### config.mk
export PLATFORM = sky130hd
export DESIGN_NAME = qsfd_controller
export DESIGN_NICKNAME = d
export VERILOG_FILES = /design/src/core/qsfd_pkg.sv /design/src/core/qsfd_controller.sv
export VERILOG_INCLUDE_DIRS = /design/src /design/src/core
export SDC_FILE = /design/constraint.sdc
export NUM_CORES = 1
export LEC_CHECK = 0
export ABC_AREA = 1
export BUFFER_PORTS_ARGS = -buffer_cell sky130_fd_sc_hd__buf_2
export CORE_MARGIN = 4
export CORE_UTILIZATION = 45
export CTS_BUF_LIST = sky130_fd_sc_hd__clkbuf_4 sky130_fd_sc_hd__clkbuf_8
export CTS_CLUSTER_DIAMETER = 50
export DETAILED_ROUTE_END_ITERATION = 10
export GPL_ROUTABILITY_DRIVEN = 0
export REMOVE_ABC_BUFFERS = 1
export SKIP_LAST_GASP = 1
export SLEW_MARGIN = 20
export SYNTH_ARGS = -nofsm -noshare
export SYNTH_HDL_FRONTEND = slang
export SYNTH_SLANG_ARGS = --single-unit
export TNS_END_PERCENT = 20
### constraint.sdc
create_clock -name clk -period 2.32 [get_ports clk]
set_input_delay 0.58 -clock clk [delete_from_list [all_inputs] [get_ports clk]]
set_output_delay 0.58 -clock clk [all_outputs]
set_load 0.05 [all_outputs]
### src/core/qsfd_defines.svh
// timing and channel-count constants of the quad switch fault diagnosis controller
`ifndef QSFD_DEFINES_SVH
`define QSFD_DEFINES_SVH
// ==========================================================
// timing figures in microseconds and in clock cycles, clock rate in MHz, channel count
`define QSFD_CLK_MHZ        100
`define QSFD_TX_US          4
`define QSFD_TX_CYC         (`QSFD_TX_US * `QSFD_CLK_MHZ)
`define QSFD_TD_US          8
`define QSFD_TM_MAX_US      150
`define QSFD_WIN_US         (`QSFD_TD_US + `QSFD_TM_MAX_US)
`define QSFD_WIN_CYC        (`QSFD_WIN_US * `QSFD_CLK_MHZ)
`define QSFD_X2X_US         200
`define QSFD_X2X_CYC        (`QSFD_X2X_US * `QSFD_CLK_MHZ)
`define QSFD_SETTLE_US      90
`define QSFD_SETTLE_CYC     (`QSFD_SETTLE_US * `QSFD_CLK_MHZ)
`define QSFD_CHANNELS       4
`endif

### src/core/qsfd_pkg.sv
// types of the quad switch fault diagnosis controller
package qsfd_pkg;
  // ==========================================================
  // controller states, one-hot
  typedef enum logic [4:0] {
    QSFD_IDLE   = 5'h01,
    QSFD_SETTLE = 5'h02,
    QSFD_PULSE  = 5'h04,
    QSFD_WATCH  = 5'h08,
    QSFD_GAP    = 5'h10
  } qsfd_state_t;
  // result of a search
  typedef struct packed {
    logic       found;
    logic       none;
    logic [1:0] channel;
  } qsfd_result_t;
endpackage

### src/core/qsfd_controller.sv
// controller that locates the faulty channel of a quad high-side switch
// ==========================================================
// Notes on behaviour
// - on low flag, pulse active inputs in turn
// - interrogation pulse lasts 3 to 6 us
// - echo starts about 8 us after pulse
// - space interrogation pulses at least 200 us
// - echo in window marks the faulty channel
// - faulty channel may be switched off
`timescale 1ns/1ps
`include "qsfd_defines.svh"
module qsfd_controller #(
  parameter int unsigned TX_CYC     = `QSFD_TX_CYC,
  parameter int unsigned WIN_CYC    = `QSFD_WIN_CYC,
  parameter int unsigned X2X_CYC    = `QSFD_X2X_CYC,
  parameter int unsigned SETTLE_CYC = `QSFD_SETTLE_CYC
) (
  // clock and reset
  input  wire logic                clk,
  input  wire logic                rst,
  // user side
  input  wire logic [3:0]          chanOn,
  input  wire logic                autoOff,
  output qsfd_pkg::qsfd_result_t   result,
  output logic                     busy,
  output logic                     done,
  // device pins
  output logic [3:0]               chanIn,
  input  wire logic                faultFlag
);
  localparam int CW = 24;
  // ==========================================================
  // pin synchroniser
  logic flagMeta;
  logic flagSync;
  always_ff @(posedge clk or posedge rst) begin
    if (rst) begin
      flagMeta <= 1'b1;
      flagSync <= 1'b1;
    end else begin
      flagMeta <= faultFlag;
      flagSync <= flagMeta;
    end
  end
  // ==========================================================
  // search sequencer
  qsfd_pkg::qsfd_state_t   state, next_state;
  logic [CW-1:0]           cnt, next_cnt;
  logic [1:0]              ch, next_ch;
  logic [3:0]              active, next_active;
  logic [3:0]              killed, next_killed;
  logic                    echo, next_echo;
  qsfd_pkg::qsfd_result_t  next_result;
  logic                    next_done;
  logic                    lastCh;
  assign lastCh = (ch == 2'h3);
  always_comb begin
    next_state  = state;
    next_cnt    = cnt;
    next_ch     = ch;
    next_active = active;
    next_killed = killed & chanOn;
    next_echo   = echo;
    next_result = result;
    next_done   = 1'b0;
    case (state)
      qsfd_pkg::QSFD_IDLE: begin
        if (!flagSync && (chanOn & ~killed) != 4'h0) begin
          next_state  = qsfd_pkg::QSFD_SETTLE;
          next_cnt    = '0;
          next_active = chanOn & ~killed;
        end
      end
      // let flag settle after start-up; a high flag means a false alarm
      qsfd_pkg::QSFD_SETTLE: begin
        next_cnt = cnt + 1'b1;
        if (flagSync) begin
          next_state = qsfd_pkg::QSFD_IDLE;
        end else if (cnt >= CW'(SETTLE_CYC - 1)) begin
          next_state = qsfd_pkg::QSFD_GAP;
          next_cnt   = CW'(X2X_CYC);
          next_ch    = 2'h0;
        end
      end
      qsfd_pkg::QSFD_PULSE: begin
        next_cnt = cnt + 1'b1;
        if (cnt >= CW'(TX_CYC - 1)) begin
          next_state = qsfd_pkg::QSFD_WATCH;
          next_cnt   = '0;
          next_echo  = 1'b0;
        end
      end
      // window covers echo delay plus longest echo
      qsfd_pkg::QSFD_WATCH: begin
        next_cnt = cnt + 1'b1;
        if (flagSync) begin
          next_echo = 1'b1;
        end
        if (cnt >= CW'(WIN_CYC - 1)) begin
          next_state = qsfd_pkg::QSFD_GAP;
          if (echo || flagSync) begin
            next_result.found   = 1'b1;
            next_result.none    = 1'b0;
            next_result.channel = ch;
            next_done           = 1'b1;
            next_state          = qsfd_pkg::QSFD_IDLE;
            if (autoOff) begin
              next_killed[ch] = 1'b1;
            end
          end else if (lastCh) begin
            next_result.found = 1'b0;
            next_result.none  = 1'b1;
            next_done         = 1'b1;
            next_state        = qsfd_pkg::QSFD_IDLE;
          end else begin
            next_ch = ch + 2'h1;
          end
        end
      end
      // gap then pick next active channel
      qsfd_pkg::QSFD_GAP: begin
        next_cnt = cnt + 1'b1;
        if (cnt >= CW'(X2X_CYC - TX_CYC - 1)) begin
          if (active[ch]) begin
            next_state = qsfd_pkg::QSFD_PULSE;
            next_cnt   = '0;
          end else if (lastCh) begin
            next_result.found = 1'b0;
            next_result.none  = 1'b1;
            next_done         = 1'b1;
            next_state        = qsfd_pkg::QSFD_IDLE;
          end else begin
            next_ch = ch + 2'h1;
          end
        end
      end
      default: begin
        next_state = qsfd_pkg::QSFD_IDLE;
      end
    endcase
  end
  always_ff @(posedge clk or posedge rst) begin
    if (rst) begin
      state  <= qsfd_pkg::QSFD_IDLE;
      cnt    <= '0;
      ch     <= 2'h0;
      active <= 4'h0;
      killed <= 4'h0;
      echo   <= 1'b0;
      result <= '0;
      done   <= 1'b0;
    end else begin
      state  <= next_state;
      cnt    <= next_cnt;
      ch     <= next_ch;
      active <= next_active;
      killed <= next_killed;
      echo   <= next_echo;
      result <= next_result;
      done   <= next_done;
    end
  end
  // ==========================================================
  // pin drive, registered so pulses are glitch free
  logic [3:0] next_chanIn;
  always_comb begin
    next_chanIn = chanOn & ~next_killed;
    if (next_state == qsfd_pkg::QSFD_PULSE) begin
      next_chanIn[next_ch] = 1'b0;
    end
  end
  always_ff @(posedge clk or posedge rst) begin
    if (rst) begin
      chanIn <= 4'h0;
    end else begin
      chanIn <= next_chanIn;
    end
  end
  assign busy = (state != qsfd_pkg::QSFD_IDLE);
  // ==========================================================
  // checks
  property p_pulse_len;
    @(posedge clk) disable iff (rst)
      $rose(state == qsfd_pkg::QSFD_PULSE) |->
        (state == qsfd_pkg::QSFD_PULSE)[*8] ##[1:600] (state == qsfd_pkg::QSFD_WATCH);
  endproperty
  a_pulse_len: assert property (p_pulse_len) else $error("pulse length wrong");
  property p_pulse_low;
    @(posedge clk) disable iff (rst)
      (state == qsfd_pkg::QSFD_PULSE) |=> !chanIn[ch] || state != qsfd_pkg::QSFD_PULSE;
  endproperty
  a_pulse_low: assert property (p_pulse_low) else $error("pulse not low");
  property p_gap;
    @(posedge clk) disable iff (rst)
      $fell(state == qsfd_pkg::QSFD_PULSE) |-> (state != qsfd_pkg::QSFD_PULSE)[*8];
  endproperty
  a_gap: assert property (p_gap) else $error("pulses too close");
  property p_echo;
    @(posedge clk) disable iff (rst)
      (state == qsfd_pkg::QSFD_WATCH && flagSync) |=> echo;
  endproperty
  a_echo: assert property (p_echo) else $error("echo missed");
  property p_kill;
    @(posedge clk) disable iff (rst)
      (done && result.found && autoOff && $past(autoOff)) |=> !chanIn[result.channel];
  endproperty
  a_kill: assert property (p_kill) else $error("faulty channel not off");
  property p_start;
    @(posedge clk) disable iff (rst)
      (state == qsfd_pkg::QSFD_IDLE && !flagSync && (chanOn & ~killed) != 4'h0)
        |=> state == qsfd_pkg::QSFD_SETTLE;
  endproperty
  a_start: assert property (p_start) else $error("search not started");
  property p_done_pulse;
    @(posedge clk) disable iff (rst) done |=> !done;
  endproperty
  a_done_pulse: assert property (p_done_pulse) else $error("done too long");
  property p_watch_exit;
    @(posedge clk) disable iff (rst)
      (state == qsfd_pkg::QSFD_WATCH && cnt == CW'(WIN_CYC - 1)) |=> state != qsfd_pkg::QSFD_WATCH;
  endproperty
  a_watch_exit: assert property (p_watch_exit) else $error("window overrun");
endmodule

## Yosys cells after proc, flatten, opt, wreduce, memory -nomap -nowiden

Index checks and enable logic that the tools add are counted.

- Bits in registers: 51
- Input port bits: 8

- Add/subtract/negate cells: 2
- $lt $le $gt $ge: 8
- Equal/unequal tests: 14
- Muxes and demuxes: 53
- Bitwise logic cells: 8
- Reduce and logical (&&, ||, !) cells: 14

Operators by type and width:

| cell | count |
|---|---|
| $mux 24 | 6 |
| $pmux 24 s5 | 1 |
| $mux 5 | 10 |
| $ge 24x14->1 const B | 2 |
| $pmux 5 s5 | 1 |
| $add 24x1->24 const B | 1 |
| $ge 24x15->1 const B | 1 |
| $ge 24x9->1 const B | 1 |
| $mux 2 | 12 |
| $mux 4 | 6 |
| $and 4x4->4 | 4 |
| $ne 2x2->1 const B | 6 |
| $not 4->4 | 3 |
| $eq 5x3->1 const B | 2 |
| $mux 1 | 10 |
| $lt 2x3->1 const B | 2 |
| $pmux 2 s3 | 1 |
| $reduce_and 3->1 | 2 |
| $eq 5x1->1 const B | 1 |
| $eq 5x2->1 const B | 1 |
| $eq 5x4->1 const B | 1 |
| $eq 5x5->1 const B | 1 |
| $ne 5x1->1 const B | 1 |
| $reduce_bool 5->1 | 1 |
| 15 further kinds | 22 |

## Longest topological paths before layout

- Word-level depth: 13
- Depth in mapped cells: 15
- Depth with buffers taken out: 15

## Worst setup path before layout

Ideal clock, no wire load.

- Kind: reg-to-reg
- From: reg state[0]
- To: reg cnt[3]
- Library setup time: 0.129 ns
- Data arrival time: 1.658 ns
- Required time: 2.191 ns
- Slack: 0.533 ns
- Cell stages (with the launch flop): 10
- Period minus slack after synthesis: 1.787 ns
- Cell sequence: dfstp_2 > inv_2 > nor3_2 > inv_1 > nand3_2 > nand2_4 > buf_6 > nor2_1 > xor2_1 > nor2_1

- Longest elaborated chain between the ends: 3
- Elaborated cells on any way between the ends: 9
- Classes of those cells: eq/ne: 6; mux: 1; reduce/logical: 2

RTL lines:

| item | line | source |
|---|---|---|
| start, declared | qsfd_controller.sv:47 | `qsfd_pkg::qsfd_state_t state, next_state;` |
| start signal, assigned | qsfd_controller.sv:144 | `state <= qsfd_pkg::QSFD_IDLE;` |
| start signal, assigned | qsfd_controller.sv:153 | `state <= next_state;` |
| $eq 5x5->1, or another cell as far along | qsfd_controller.sv:66 | `case (state)` |
| $reduce_bool 5->1 (no source line) or $ne 2x2->1 (tied branches) | - |  |
| $reduce_and 2->1 (no source line) | - |  |
| end signal, assigned | qsfd_controller.sv:154 | `cnt <= next_cnt;` |
| end, declared | qsfd_controller.sv:48 | `logic [CW-1:0] cnt, next_cnt;` |

Several ways; a longest one is shown, not always the timed one.
A chain may end at the register's enable or synchronous reset.

## Final worst setup path

- From: reg state[3]
- To: out busy

- Longest elaborated chain between the ends: 1

RTL lines:

| item | line | source |
|---|---|---|
| $ne 5x1->1 | qsfd_controller.sv:179 | `assign busy = (state != qsfd_pkg::QSFD_IDLE);` |
| end, declared | qsfd_controller.sv:25 | `output logic busy,` |

Every way passes these cells.

==> results_dict.tcl <==
set metrics [dict create \
    outcome "complete, no violations" \
    diodes 0 \
    worst_hold_path_type "primary input to asynchronous set/reset pin" \
    setup_tns_ns 0 \
    maxCapViolCount 0 \
    cp_data_arrival_time_ns 1.60 \
    p_sw_share_pct 41.0 \
    start_kind "flip-flop" \
    p_per_area_nw_per_um2 692 \
    async_flop_share_pct 100 \
    routedWlPerCell_um 13.7 \
    yosys-top-cells-area "dfrtp_1 (38%), nand2_1 (13%), inv_1 (6.9%)" \
    critPathMaxStageDelay_ns 0.41 \
    path_clk_slew_ns 0.11 \
    cts.sinks 51 \
    max_freq_ghz 0.459 \
    tritoncts "done" \
    slew_headroom_pct 64.0 \
    crit_required_ns 1.74 \
    gr-total-overflow 0 \
    nets 467 \
    design.core.area_um2 6790 \
    vias_per_cell 5.05 \
    post_cts.repair.setup_buffers 0 \
    worst_slew_pin_slew_ns 0.535 \
    ys_ff_latch 51 \
    grt_pass1_wl_um 13000 \
    power.internal_w 0.00140 \
    p_sw_w 0.000975 \
    crit_slowest_cell "dfrtp_1" \
    synth_flop_cell "dfrtp_1" \
    grt-busiest-layer "met1" \
    hold_viol 0 \
    netlist_area_um2 3150 \
    post-route-period-util_pct 93.9 \
    use_met3_pct 3.86 \
    clk_latency_ns 0.32 \
    finalWirelength_um 7620 \
    pwr-share-clk_pct 22.8 \
    grt_use_met1_pct 29.9 \
    worst_setup_path_end_kind "output port" \
    ios 18 \
    syn_area_per_cell_um2 7.21 \
    cp_num_buf_inv 2 \
    synth_edf_count 0 \
    drive_gt1_share_pct 13.3 \
    dr.pass1.iters 5 \
    ant_nets 0 \
    leakagePower_nw 1.78 \
    fin_crit_ns 2.18 \
    cts_buffers 5 \
    pwr-share-comb_pct 33.8 \
    die_width_um 91.7 \
    dieHeight_um 91.7 \
    netlist_instances 437 \
    p_seq_share_pct 43.4 \
    yosysMostFrequentCell "nand2_1" \
    yosys_warnings 0 \
    grt_pass1_vias 2616 \
    start_util_pct 46.4 \
    synth_cell_types 36 \
    slew_viol_final 0 \
    fin_skew_ns 0.0115 \
    setup_viol 0 \
    cp_cell_sequence "nor2_1 -> nand2_1 -> nor3_2 -> inv_1 -> buf_2" \
    vias 2801 \
    cts_max_path_buffers 2 \
    gr-usage-met2_pct 27.6 \
    drc 0 \
    post_dp_cell_area_um2 3340 \
    fp-row-count 30 \
    syn_to_final_growth_pct 9.10 \
    grt_max_degree 19 \
    antenna_found_initial 0 \
    synthTopCellsByCount "nand2_1 (111), inv_1 (58), nor2_1 (53)" \
    synth_top_area_share_pct 38.1 \
    rsz0062_at_grt "false" \
    dieArea_um2 8400 \
    synth_seq_area_share_pct 40.6 \
    cts_max_level 2 \
    vdd_drop_max_mv 0.319 \
    path_max_fanout 3 \
    crit_family "simple AND/OR/NAND/NOR gates" \
    port_buffers 17 \
    root_buffer "clkbuf_8" \
    drt_iter0_drc 193 \
    crit_type "flip-flop to output port" \
    fillers 702 \
    fin_area_um2 3440 \
    hold_buffers 0 \
    cts-resized-gates 0 \
    gr-usage-all-layers_pct 19.5 \
    synth_top_cell_by_area "dfrtp_1" \
    dp_hpwl_um 5970 \
]
==> cell families (layout without fill, tap and decap cells) <==
family / Yosys count / in the layout / synth area share (%)
compound gates: 45 / 45 / 8.66
xor+xnor: 18 / 18 / 5.01
fa+ha+maj: 1 / 1 / 0.397
buf+inv: 72 / 94 / 9.10
flops: 51 / 51 / 40.6
simple gates: 250 / 250 / 36.2
==> final cells by class <==
| cell class | count | area (µm²) | share of cell area [%] |
|---|---|---|---|
| multi-input cells | 314 | 1580 | 46.1 |
| flip-flops and latches | 51 | 1280 | 37.3 |
| inverters | 65 | 244 | 7.10 |
| well taps | 96 | 120 | 3.50 |
| repair buffers | 21 | 115 | 3.35 |
| clock buffers | 5 | 68.8 | 2.00 |
| clock inverters | 3 | 25.0 | 0.728 |
==> cells in the final DEF, fill, tap and decap left out, types with 2 or more instances in the layout <==
master,synthesis,final
inv_1,58,57
nor4_1,3,3
nor3_1,7,7
nand4_1,12,12
clkinv_4,0,2
nand2_2,5,5
xnor2_1,3,3
nand3_2,3,3
dfstp_2,3,3
buf_4,1,4
xor2_1,15,15
dfrtp_1,48,48
o21ai_0,23,23
o221ai_1,2,2
o22ai_1,3,3
buf_2,4,17
nor2_2,5,5
nand2_4,3,3
nand3b_1,2,2
nand3_1,42,42
o211ai_1,4,4
o31ai_1,2,2
inv_2,7,8
a21oi_1,6,6
o2111ai_1,2,2
clkbuf_8,0,5
nor2_1,53,53
nand2_1,111,111
==> registers in the layout, indices dropped and copies added (netlist names) <==
signal / flops
active: 4
ch: 2
chanIn: 4
cnt: 24
done: 1
echo: 1
flagMeta: 1
flagSync: 1
killed: 4
result: 4
state: 5
==> worst paths after layout <==
kind | from | endpoint | slack (ns) | cells past startpoint
max | state[3] | busy | 0.14 | 5
min | rst | killed[3] | 0.23 | 2
max reg2reg | cnt[0] | cnt[11] | 0.24 | 10
max in group asynchronous | rst | cnt[9] | 1.50 | 3
min in group clk | faultFlag | flagMeta | 0.35 | 1
min reg2reg | flagMeta | flagSync | 0.36 | 0
==> power groups by stage <==
stage,sequential [W],clock [W],combinational [W]
final,0.00103,0.000541,0.000805
after CTS,0.00103,0.000560,0.000804
after global placement,0.00105,0,0.000793
after global routing,0.00104,0.000593,0.000886
after detailed placement,0.00105,0,0.000801
after floorplan,0.00106,0,0.000564
==> routing by layer <==
| metal | vias up | share of wire (%) |
|---|---|---|
| li1 | 1451 | - |
| met1 | 1294 | 54 |
| met2 | 44 | 41 |
| met3 | 12 | 3.6 |
| met4 | 0 | 1.8 |
| met5 | - | 0 |
==> through the flow <==
stage               util, %  instances  power, W  hold slack (ns)  setup WS [ns]
finish                 50.6        555   0.00238            0.229          0.140
floorplan                 -        430   0.00163            0.345          0.404
CTS                    50.6        555   0.00240            0.236          0.156
global route           50.6        555   0.00252            0.250         0.0105
global placement       49.2        547   0.00184            0.347          0.259
detailed placement     49.2        547   0.00185            0.349          0.196
Note: power is estimated with default switching activity, not from simulation.
